`src/include/tsu_cfg.svh`:
```
`ifndef TSU_CFG_SVH
`define TSU_CFG_SVH

`define TSU_DATA_W 16
`define TSU_ADDR_W 16
`define TSU_LEN_W 7
`define TSU_LEN_MIN 7'h01
`define TSU_TBL_LEN_MAX 7'h40
`define TSU_FG_LEN_MAX 7'h20
`define TSU_POS_ORIGIN 7'h00
`define TSU_STEP 7'h01
`define TSU_POS_OFS 16'h0001
`define TSU_FLAG_RST 1'b0

`endif

```
`src/include/tsu_pkg.sv`:
```
package tsu_pkg;

	typedef enum logic [1:0] {
		table_max_opcode = 2'h0,
		table_min_opcode = 2'h1,
		table_mean_opcode = 2'h2,
		piecewise_function_opcode = 2'h3
	} tsu_op_type;

	typedef enum logic [3:0] {
		st_idle = 4'h0,
		st_fetch = 4'h1,
		st_rdcyc = 4'h2,
		st_check = 4'h3,
		st_dstart = 4'h4,
		st_dwait = 4'h5,
		st_wval = 4'h6,
		st_wpos = 4'h7,
		st_done = 4'h8
	} tsu_state_type;

endpackage : tsu_pkg

```
`src/hdl/tsu_divider.sv`:
```
`timescale 1ns/1ps
module tsu_divider #(
	parameter int NUM_W = 34,
	parameter int DEN_W = 17
) (
	input wire logic sys_clk_in,
	input wire logic sys_rst_in,
	input wire logic start_in,
	input wire logic signed [NUM_W-1:0] num_in,
	input wire logic signed [DEN_W-1:0] den_in,
	output logic done_out,
	output logic signed [NUM_W-1:0] quot_out
);
	import tsu_pkg::*;

	localparam int CNT_W = $clog2(NUM_W + 1);

	generate
		if (NUM_W <= DEN_W || DEN_W < 2) begin : g_bad_width
			$error("tsu_divider: NUM_W must exceed DEN_W");
		end
	endgenerate

	logic [NUM_W-1:0] q_reg;
	logic [DEN_W-1:0] rem_reg;
	logic [DEN_W-1:0] dmag_reg;
	logic [CNT_W-1:0] cnt_reg;
	logic neg_reg;
	logic run_reg;
	logic done_reg;
	logic signed [NUM_W-1:0] quot_reg;
	logic [DEN_W:0] trial;
	logic [DEN_W:0] diff;
	logic [NUM_W-1:0] q_step;
	logic [NUM_W-1:0] num_mag;
	logic [DEN_W-1:0] den_mag;

	assign num_mag = num_in[NUM_W-1] ? NUM_W'(-num_in) : NUM_W'(num_in);
	assign den_mag = den_in[DEN_W-1] ? DEN_W'(-den_in) : DEN_W'(den_in);
	assign trial = {rem_reg, q_reg[NUM_W-1]};
	assign diff = trial - {1'b0, dmag_reg};
	assign q_step = {q_reg[NUM_W-2:0], ~diff[DEN_W]};

	// Magnitudes are divided, then the sign applied, so the quotient truncates toward zero
	always_ff @(posedge sys_clk_in) begin
		if (sys_rst_in) begin
			q_reg <= '0;
			rem_reg <= '0;
			dmag_reg <= '0;
			cnt_reg <= '0;
			neg_reg <= 1'b0;
			run_reg <= 1'b0;
		end else if (start_in) begin
			q_reg <= num_mag;
			rem_reg <= '0;
			dmag_reg <= den_mag;
			cnt_reg <= CNT_W'(NUM_W);
			neg_reg <= num_in[NUM_W-1] ^ den_in[DEN_W-1];
			run_reg <= 1'b1;
		end else if (run_reg) begin
			q_reg <= q_step;
			rem_reg <= diff[DEN_W] ? trial[DEN_W-1:0] : diff[DEN_W-1:0];
			cnt_reg <= cnt_reg - CNT_W'(1);
			run_reg <= (cnt_reg != CNT_W'(1));
		end
	end

	always_ff @(posedge sys_clk_in) begin
		if (sys_rst_in) begin
			done_reg <= 1'b0;
			quot_reg <= '0;
		end else begin
			done_reg <= run_reg && (cnt_reg == CNT_W'(1));
			if (run_reg && (cnt_reg == CNT_W'(1))) begin
				quot_reg <= neg_reg ? -$signed(q_step) : $signed(q_step);
			end
		end
	end

	assign done_out = done_reg;
	assign quot_out = quot_reg;

endmodule : tsu_divider

```
`src/hdl/tsu_table_statistics_unit.sv`:
```
// Behaviour
// - Input false: no operation, flag false; else execute, unless the length is out of range: error, flag false.
// - Table words compare as signed 16-bit.
// - Maximum of n words; value, then position.
// - Minimum of n words; value, then position.
// - Tied maxima report the lowest position.
// - Tied minima report the lowest position.
// - Index register destination drops the position word.
// - Positions count from zero at table base.
// - Mean of n words into one result word.
// - Function value from 2n parameter words, n<=32.
// - Abscissas then ordinates; interpolate between breakpoints.
// - Input below first abscissa returns first ordinate.
// - Input above last abscissa returns last ordinate.
`timescale 1ns/1ps
`include "tsu_cfg.svh"
module tsu_table_statistics_unit #(
	parameter int ADDR_W = `TSU_ADDR_W
) (
	input wire logic sys_clk_in,
	input wire logic sys_rst_in,
	input wire logic start_in,
	input wire logic instr_in,
	input wire tsu_pkg::tsu_op_type op_in,
	input wire logic [`TSU_LEN_W-1:0] len_in,
	input wire logic [ADDR_W-1:0] table_base_in,
	input wire logic [`TSU_DATA_W-1:0] fg_x_in,
	input wire logic [ADDR_W-1:0] dest_in,
	input wire logic dest_is_index_in,
	input wire logic [`TSU_DATA_W-1:0] mem_rdata_in,
	output logic [ADDR_W-1:0] mem_addr_out,
	output logic mem_rd_out,
	output logic mem_wr_out,
	output logic [`TSU_DATA_W-1:0] mem_wdata_out,
	output logic busy_out,
	output logic done_out,
	output logic flag_out,
	output logic error_out
);
	import tsu_pkg::*;

	localparam int SUM_W = `TSU_DATA_W + `TSU_LEN_W - 1;
	localparam int DEN_W = `TSU_DATA_W + 1;
	localparam int NUM_W = 2 * DEN_W;

	generate
		if (ADDR_W < `TSU_LEN_W) begin : g_bad_addr
			$error("tsu_table_statistics_unit: ADDR_W too narrow");
		end
	endgenerate

	function automatic logic len_in_range(input tsu_op_type op, input logic [`TSU_LEN_W-1:0] len);
		logic [`TSU_LEN_W-1:0] top;
		top = (op == piecewise_function_opcode) ? `TSU_FG_LEN_MAX : `TSU_TBL_LEN_MAX;
		return (len >= `TSU_LEN_MIN) && (len <= top);
	endfunction : len_in_range

	tsu_state_type state_reg;
	tsu_op_type op_reg;
	logic [`TSU_LEN_W-1:0] len_reg;
	logic [`TSU_LEN_W-1:0] k_reg;
	logic [`TSU_LEN_W-1:0] pos_reg;
	logic [ADDR_W-1:0] base_reg;
	logic [ADDR_W-1:0] dest_reg;
	logic [ADDR_W-1:0] addr_reg;
	logic [`TSU_DATA_W-1:0] wdata_reg;
	logic signed [`TSU_DATA_W-1:0] x_reg;
	logic signed [`TSU_DATA_W-1:0] best_reg;
	logic signed [`TSU_DATA_W-1:0] xprev_reg;
	logic signed [`TSU_DATA_W-1:0] xcur_reg;
	logic signed [`TSU_DATA_W-1:0] yprev_reg;
	logic signed [`TSU_DATA_W-1:0] val_reg;
	logic signed [SUM_W-1:0] sum_reg;
	logic signed [NUM_W-1:0] num_reg;
	logic signed [DEN_W-1:0] den_reg;
	logic dest_idx_reg;
	logic yph_reg;
	logic seg_reg;
	logic yfirst_reg;
	logic ok_reg;
	logic rej_reg;
	logic rd_reg;
	logic wr_reg;
	logic flag_reg;
	logic done_reg;
	logic err_reg;

	logic signed [`TSU_DATA_W-1:0] rd_s;
	logic signed [SUM_W-1:0] sum_add;
	logic signed [DEN_W-1:0] dx_num;
	logic signed [DEN_W-1:0] dx_den;
	logic signed [DEN_W-1:0] dy;
	logic last;
	logic take;
	logic table_mean_op;
	logic piecewise_function_op;
	logic maxmin;
	logic pos_en;
	logic div_start;
	logic div_done;
	logic signed [NUM_W-1:0] div_quot;
	logic [ADDR_W-1:0] tbl_addr;
	logic [ADDR_W-1:0] y_addr;

	assign rd_s = $signed(mem_rdata_in);
	assign sum_add = sum_reg + SUM_W'(rd_s);
	assign dx_num = $signed({x_reg[`TSU_DATA_W-1], x_reg}) -
		$signed({xprev_reg[`TSU_DATA_W-1], xprev_reg});
	assign dx_den = $signed({xcur_reg[`TSU_DATA_W-1], xcur_reg}) -
		$signed({xprev_reg[`TSU_DATA_W-1], xprev_reg});
	assign dy = $signed({rd_s[`TSU_DATA_W-1], rd_s}) -
		$signed({yprev_reg[`TSU_DATA_W-1], yprev_reg});
	assign last = (k_reg == len_reg - `TSU_STEP);
	assign table_mean_op = (op_reg == table_mean_opcode);
	assign piecewise_function_op = (op_reg == piecewise_function_opcode);
	assign maxmin = !table_mean_op && !piecewise_function_op;
	// Strict compare keeps the earlier position on a tie
	assign take = (k_reg == `TSU_POS_ORIGIN) ||
		((op_reg == table_max_opcode) ? (rd_s > best_reg) : (rd_s < best_reg));
	assign pos_en = maxmin && !dest_idx_reg;
	assign tbl_addr = base_reg + ADDR_W'(k_reg);
	assign y_addr = base_reg + ADDR_W'(len_reg) + ADDR_W'(k_reg);
	assign div_start = (state_reg == st_dstart);

	tsu_divider #(
		.NUM_W(NUM_W),
		.DEN_W(DEN_W)
	) u_div (
		.sys_clk_in(sys_clk_in),
		.sys_rst_in(sys_rst_in),
		.start_in(div_start),
		.num_in(num_reg),
		.den_in(den_reg),
		.done_out(div_done),
		.quot_out(div_quot)
	);

	// Sequencer and datapath; one word costs three cycles to keep address and data registered
	always_ff @(posedge sys_clk_in) begin
		if (sys_rst_in) begin
			state_reg <= st_idle;
			op_reg <= table_max_opcode;
			len_reg <= '0;
			k_reg <= '0;
			pos_reg <= '0;
			base_reg <= '0;
			dest_reg <= '0;
			x_reg <= '0;
			best_reg <= '0;
			xprev_reg <= '0;
			xcur_reg <= '0;
			yprev_reg <= '0;
			val_reg <= '0;
			sum_reg <= '0;
			num_reg <= '0;
			den_reg <= '0;
			dest_idx_reg <= 1'b0;
			yph_reg <= 1'b0;
			seg_reg <= 1'b0;
			yfirst_reg <= 1'b0;
			ok_reg <= 1'b0;
			rej_reg <= 1'b0;
		end else begin
			case (state_reg)
				st_idle: begin
					if (start_in) begin
						op_reg <= op_in;
						len_reg <= len_in;
						base_reg <= table_base_in;
						x_reg <= $signed(fg_x_in);
						dest_reg <= dest_in;
						dest_idx_reg <= dest_is_index_in;
						k_reg <= `TSU_POS_ORIGIN;
						sum_reg <= '0;
						yph_reg <= 1'b0;
						seg_reg <= 1'b0;
						ok_reg <= instr_in && len_in_range(op_in, len_in);
						rej_reg <= instr_in && !len_in_range(op_in, len_in);
						if (instr_in && len_in_range(op_in, len_in)) begin
							state_reg <= st_fetch;
						end else begin
							state_reg <= st_done;
						end
					end
				end
				st_fetch: state_reg <= st_rdcyc;
				st_rdcyc: state_reg <= st_check;
				st_check: begin
					if (yph_reg) begin
						if (seg_reg && yfirst_reg) begin
							yprev_reg <= rd_s;
							yfirst_reg <= 1'b0;
							k_reg <= k_reg + `TSU_STEP;
							state_reg <= st_fetch;
						end else if (seg_reg) begin
							num_reg <= dx_num * dy;
							den_reg <= dx_den;
							state_reg <= st_dstart;
						end else begin
							val_reg <= rd_s;
							state_reg <= st_wval;
						end
					end else begin
						case (op_reg)
							table_max_opcode, table_min_opcode: begin
								if (take) begin
									best_reg <= rd_s;
									pos_reg <= k_reg;
								end
								if (last) begin
									val_reg <= take ? rd_s : best_reg;
									state_reg <= st_wval;
								end else begin
									k_reg <= k_reg + `TSU_STEP;
									state_reg <= st_fetch;
								end
							end
							table_mean_opcode: begin
								sum_reg <= sum_add;
								if (last) begin
									num_reg <= NUM_W'(sum_add);
									den_reg <= DEN_W'(len_reg);
									state_reg <= st_dstart;
								end else begin
									k_reg <= k_reg + `TSU_STEP;
									state_reg <= st_fetch;
								end
							end
							default: begin
								// Abscissas are assumed ascending; equal neighbours never divide by zero
								state_reg <= st_fetch;
								if (x_reg < rd_s) begin
									yph_reg <= 1'b1;
									if (k_reg == `TSU_POS_ORIGIN) begin
										seg_reg <= 1'b0;
									end else begin
										seg_reg <= 1'b1;
										yfirst_reg <= 1'b1;
										xcur_reg <= rd_s;
										k_reg <= k_reg - `TSU_STEP;
									end
								end else if (x_reg == rd_s || last) begin
									yph_reg <= 1'b1;
									seg_reg <= 1'b0;
								end else begin
									xprev_reg <= rd_s;
									k_reg <= k_reg + `TSU_STEP;
								end
							end
						endcase
					end
				end
				st_dstart: state_reg <= st_dwait;
				st_dwait: begin
					if (div_done) begin
						if (piecewise_function_op) begin
							val_reg <= yprev_reg + div_quot[`TSU_DATA_W-1:0];
						end else begin
							val_reg <= div_quot[`TSU_DATA_W-1:0];
						end
						state_reg <= st_wval;
					end
				end
				st_wval: state_reg <= st_wpos;
				st_wpos: state_reg <= st_done;
				st_done: state_reg <= st_idle;
				default: state_reg <= st_idle;
			endcase
		end
	end

	// Memory port; strobes and address come one cycle after the state that asks for them
	always_ff @(posedge sys_clk_in) begin
		if (sys_rst_in) begin
			rd_reg <= 1'b0;
			wr_reg <= 1'b0;
			addr_reg <= '0;
			wdata_reg <= '0;
		end else begin
			rd_reg <= (state_reg == st_fetch);
			wr_reg <= (state_reg == st_wval) || ((state_reg == st_wpos) && pos_en);
			case (state_reg)
				st_fetch: addr_reg <= yph_reg ? y_addr : tbl_addr;
				st_wval: begin
					addr_reg <= dest_reg;
					wdata_reg <= val_reg;
				end
				st_wpos: begin
					addr_reg <= dest_reg + ADDR_W'(`TSU_POS_OFS);
					wdata_reg <= `TSU_DATA_W'(pos_reg);
				end
				default: begin
				end
			endcase
		end
	end

	// Status; the flag drops on the next clock edge after the instruction input goes false
	always_ff @(posedge sys_clk_in) begin
		if (sys_rst_in) begin
			flag_reg <= `TSU_FLAG_RST;
			done_reg <= 1'b0;
			err_reg <= 1'b0;
		end else begin
			done_reg <= (state_reg == st_done);
			err_reg <= (state_reg == st_done) && rej_reg;
			if (!instr_in) begin
				flag_reg <= 1'b0;
			end else if (state_reg == st_done) begin
				flag_reg <= ok_reg;
			end
		end
	end

	assign mem_addr_out = addr_reg;
	assign mem_rd_out = rd_reg;
	assign mem_wr_out = wr_reg;
	assign mem_wdata_out = wdata_reg;
	assign busy_out = (state_reg != st_idle);
	assign done_out = done_reg;
	assign flag_out = flag_reg;
	assign error_out = err_reg;
endmodule : tsu_table_statistics_unit

```
`config.mk`:
```
export PLATFORM = sky130hd
export DESIGN_NAME = tsu_table_statistics_unit
export DESIGN_NICKNAME = d
export VERILOG_FILES = /design/src/include/tsu_pkg.sv /design/src/hdl/tsu_divider.sv /design/src/hdl/tsu_table_statistics_unit.sv
export VERILOG_INCLUDE_DIRS = /design/src /design/src/include
export SDC_FILE = /design/constraint.sdc
export NUM_CORES = 2
export LEC_CHECK = 0
export BUFFER_PORTS_ARGS = -buffer_cell sky130_fd_sc_hd__buf_2
export CORE_MARGIN = 2
export CORE_UTILIZATION = 42
export CTS_CLUSTER_SIZE = 30
export DETAILED_ROUTE_END_ITERATION = 6
export PLACE_DENSITY_LB_ADDON = 0.2
export SYNTH_ARGS = -nofsm -noshare
export SYNTH_HDL_FRONTEND = slang
export SYNTH_SLANG_ARGS = --single-unit
```
`constraint.sdc`:
```
create_clock -name sys_clk_in -period 18.03 [get_ports sys_clk_in]
set_input_delay 0 -clock sys_clk_in [delete_from_list [all_inputs] [get_ports sys_clk_in]]
set_output_delay 0 -clock sys_clk_in [all_outputs]
set_load 0.05 [all_outputs]
```
==> results.json <==
{
  "cts.sinks": 364,
  "dieArea_um2": 82050,
  "drcViolationCount": 0,
  "cpMostUsedCell": "fa_1",
  "grt_usage_pct": 24.27,
  "skew_ns": 0.04155,
  "max_freq_ghz": 0.1088,
  "synth.yosys.seq_area_share_pct": 21.75,
  "start_kind": "flip-flop",
  "nets": 4789,
  "layout_common_cells": "inv_1, nand2_1, nor2_1",
  "path_clk_slew_ns": 0.06,
  "synth_edf_count": 0,
  "cp.arrival_ns": 9.60,
  "drt-pass1-iter-count": 7,
  "hp-class": "in2reg",
  "path_class": "reg2reg",
  "tns_ns": 0,
  "synthArstFlopShare_pct": 0,
  "grt_pass1_vias": 27370,
  "clockBufferDepth": 3,
  "hp-start": "fg_x_in[6]",
  "clk_latency_ns": 0.60,
  "critPathMaxStageDelay_ns": 0.54,
  "yosys_warnings": 0,
  "worstPathRequired_ns": 18.44,
  "critPathLaunch": "yprev_reg[1]",
  "final_antenna_net_count": 0,
  "synth_area_leader_cell": "dfxtp_1",
  "area_growth_pct": 11.74,
  "drt-total-wl_um": 100300,
  "crit_path_top_delay_cell": "fa_1",
  "cts-root-buf": "clkbuf_16",
  "antenna_found_initial": 0,
  "fillers": 7758,
  "worst_pin_slew_ns": 1.352,
  "outcome": "completed",
  "ys_top_cells_by_area": "dfxtp_1, fa_1, ha_1, inv_1, nand2_1",
  "drtIter0Drc": 1988,
  "post_cts_buffers": 0,
  "h-tree-depth": 2,
  "antenna_cells": 0,
  "rsz0062_at_grt": "false",
  "ios": 116,
  "worst_r2r_path_depth": 31,
  "layout_min_cycle_time_ns": 9.195,
  "synth_cells": 4050,
  "drv_cap": 0,
  "r2r-start": "yprev_reg[1]",
  "synth_top_area_share_pct": 21.75,
  "layout_commonest_cell": "inv_1",
  "cts_made_buffers": 44,
  "fin_crit_sh_pct": 51.00,
  "grt_pass1_wl_um": 157500,
  "rows": 103,
  "dp_hpwl_um": 76020,
  "synth_ff_type": "dfxtp_1",
  "path_max_fanout": 18,
  "rrSetupSlack_ns": 8.83,
  "synth_area_um2": 33510,
  "portBuffers": 115,
  "ys_seq_elements": 364,
  "via_count": 28430,
  "cts_tree": "built",
  "dieHeight_um": 286.5,
  "fin_ws_ns": 8.835,
  "via_per_inst": 5.427,
  "hold_violations": 0,
  "syn_avg_cell_area_um2": 8.273,
  "start_util_pct": 42.41,
  "setup_viol": 0,
  "preCtsSetupSlack_ns": 8.903,
  "drive_above_1_share_pct": 7.066,
  "die_w_um": 286.5,
  "end_kind": "flip-flop",
  "core_area_um2": 79000,
  "syn_nets": 4684,
  "wl_per_cell_um": 19.15,
  "grt_max_degree": 189,
  "gr-total-overflow": 0,
  "crit_path_end": "num_reg[30]",
  "final-max-slew-violation-count": 0,
  "reg2reg_to": "num_reg[30]",
  "gp_congestion": 0.9106,
  "slew_headroom_pct": 9.861,
  "ys_types": 81
}
==> worst max-delay path, delay by kind of cell (launching register included) <==
family / cells / cell delay (ns)
AO/OA/AOI/OAI: 10 / 2.42
XOR/XNOR: 1 / 0.08
adder cells (fa/ha/maj): 8 / 3.74
buffers and inverters: 5 / 0.46
flip-flops: 1 / 0.40
AND/OR/NAND/NOR: 7 / 1.91
==> worst min path at each step <==
stage                   end  slack [ns]  cells after the start
2_1_floorplan  dest_idx_reg        0.14                      2
6_report           x_reg[6]        0.20                      4
3_3_place_gp       x_reg[5]        0.24                      3
3_5_place_dp       x_reg[6]        0.25                      3
5_1_grt            x_reg[6]        0.21                      4
4_1_cts            x_reg[7]        0.17                      4
==> layer usage <==
metal	share of wire, %	global-route usage (%)
met5	0	0
met3	7.1	4.889
met4	2.8	6.688
met1	48	35.76
met2	42	35.84
==> final cells by class <==
| cell class | count | area (um^2) | share of cell area [%] |
|---|---|---|---|
| Tap cell | 1050 | 1314 | 3.509 |
| Multi-Input combinational cell | 3009 | 23750 | 63.43 |
| Clock inverter | 12 | 171.4 | 0.4578 |
| Clock buffer | 68 | 1291 | 3.449 |
| Timing Repair Buffer | 248 | 1794 | 4.792 |
| Sequential cell | 364 | 7289 | 19.47 |
| Inverter | 488 | 1832 | 4.893 |
==> timing repair <==
item,4_1_cts,5_1_grt
resized for setup,0,0
hold buffers,79,0
endpoints found under the hold margin,172,0
==> stage by stage <==
stage                     hold WS, ns  utilization, %  instances  instance area [um^2]
after floorplan                0.1360               -       4050                 33510
after global placement         0.2446           44.54       5080                 35190
after detailed placement       0.2500           44.54       5080                 35190
after CTS                      0.1712           47.39       5239                 37440
after global routing           0.2076           47.39       5239                 37440
final                          0.1965           47.39       5239                 37440
==> Yosys cell counts, types with 57 or more instances <==
library cell / instances
mux2i_1: 121
nand3_1: 57
clkbuf_1: 171
ha_1: 245
xnor2_1: 133
nand2_1: 483
dfxtp_1: 364
xor2_1: 70
a21oi_1: 287
nor2_1: 377
fa_1: 311
o21ai_0: 142
inv_1: 488
a211oi_1: 92
==> cells by family after synthesis <==
logic type | share of synthesized area, %
AOI/OAI and AO/OA | 16.45
xor gates and xnor gates | 5.306
adders and majority gates | 27.73
buffers and inverters | 7.644
DFF | 21.75
muxes | 3.783
and+or+nand+nor | 17.35
Power is left out: the tool's default activity adds up to more than one toggle a clock period on the data nets, which glitch-free logic cannot reach.
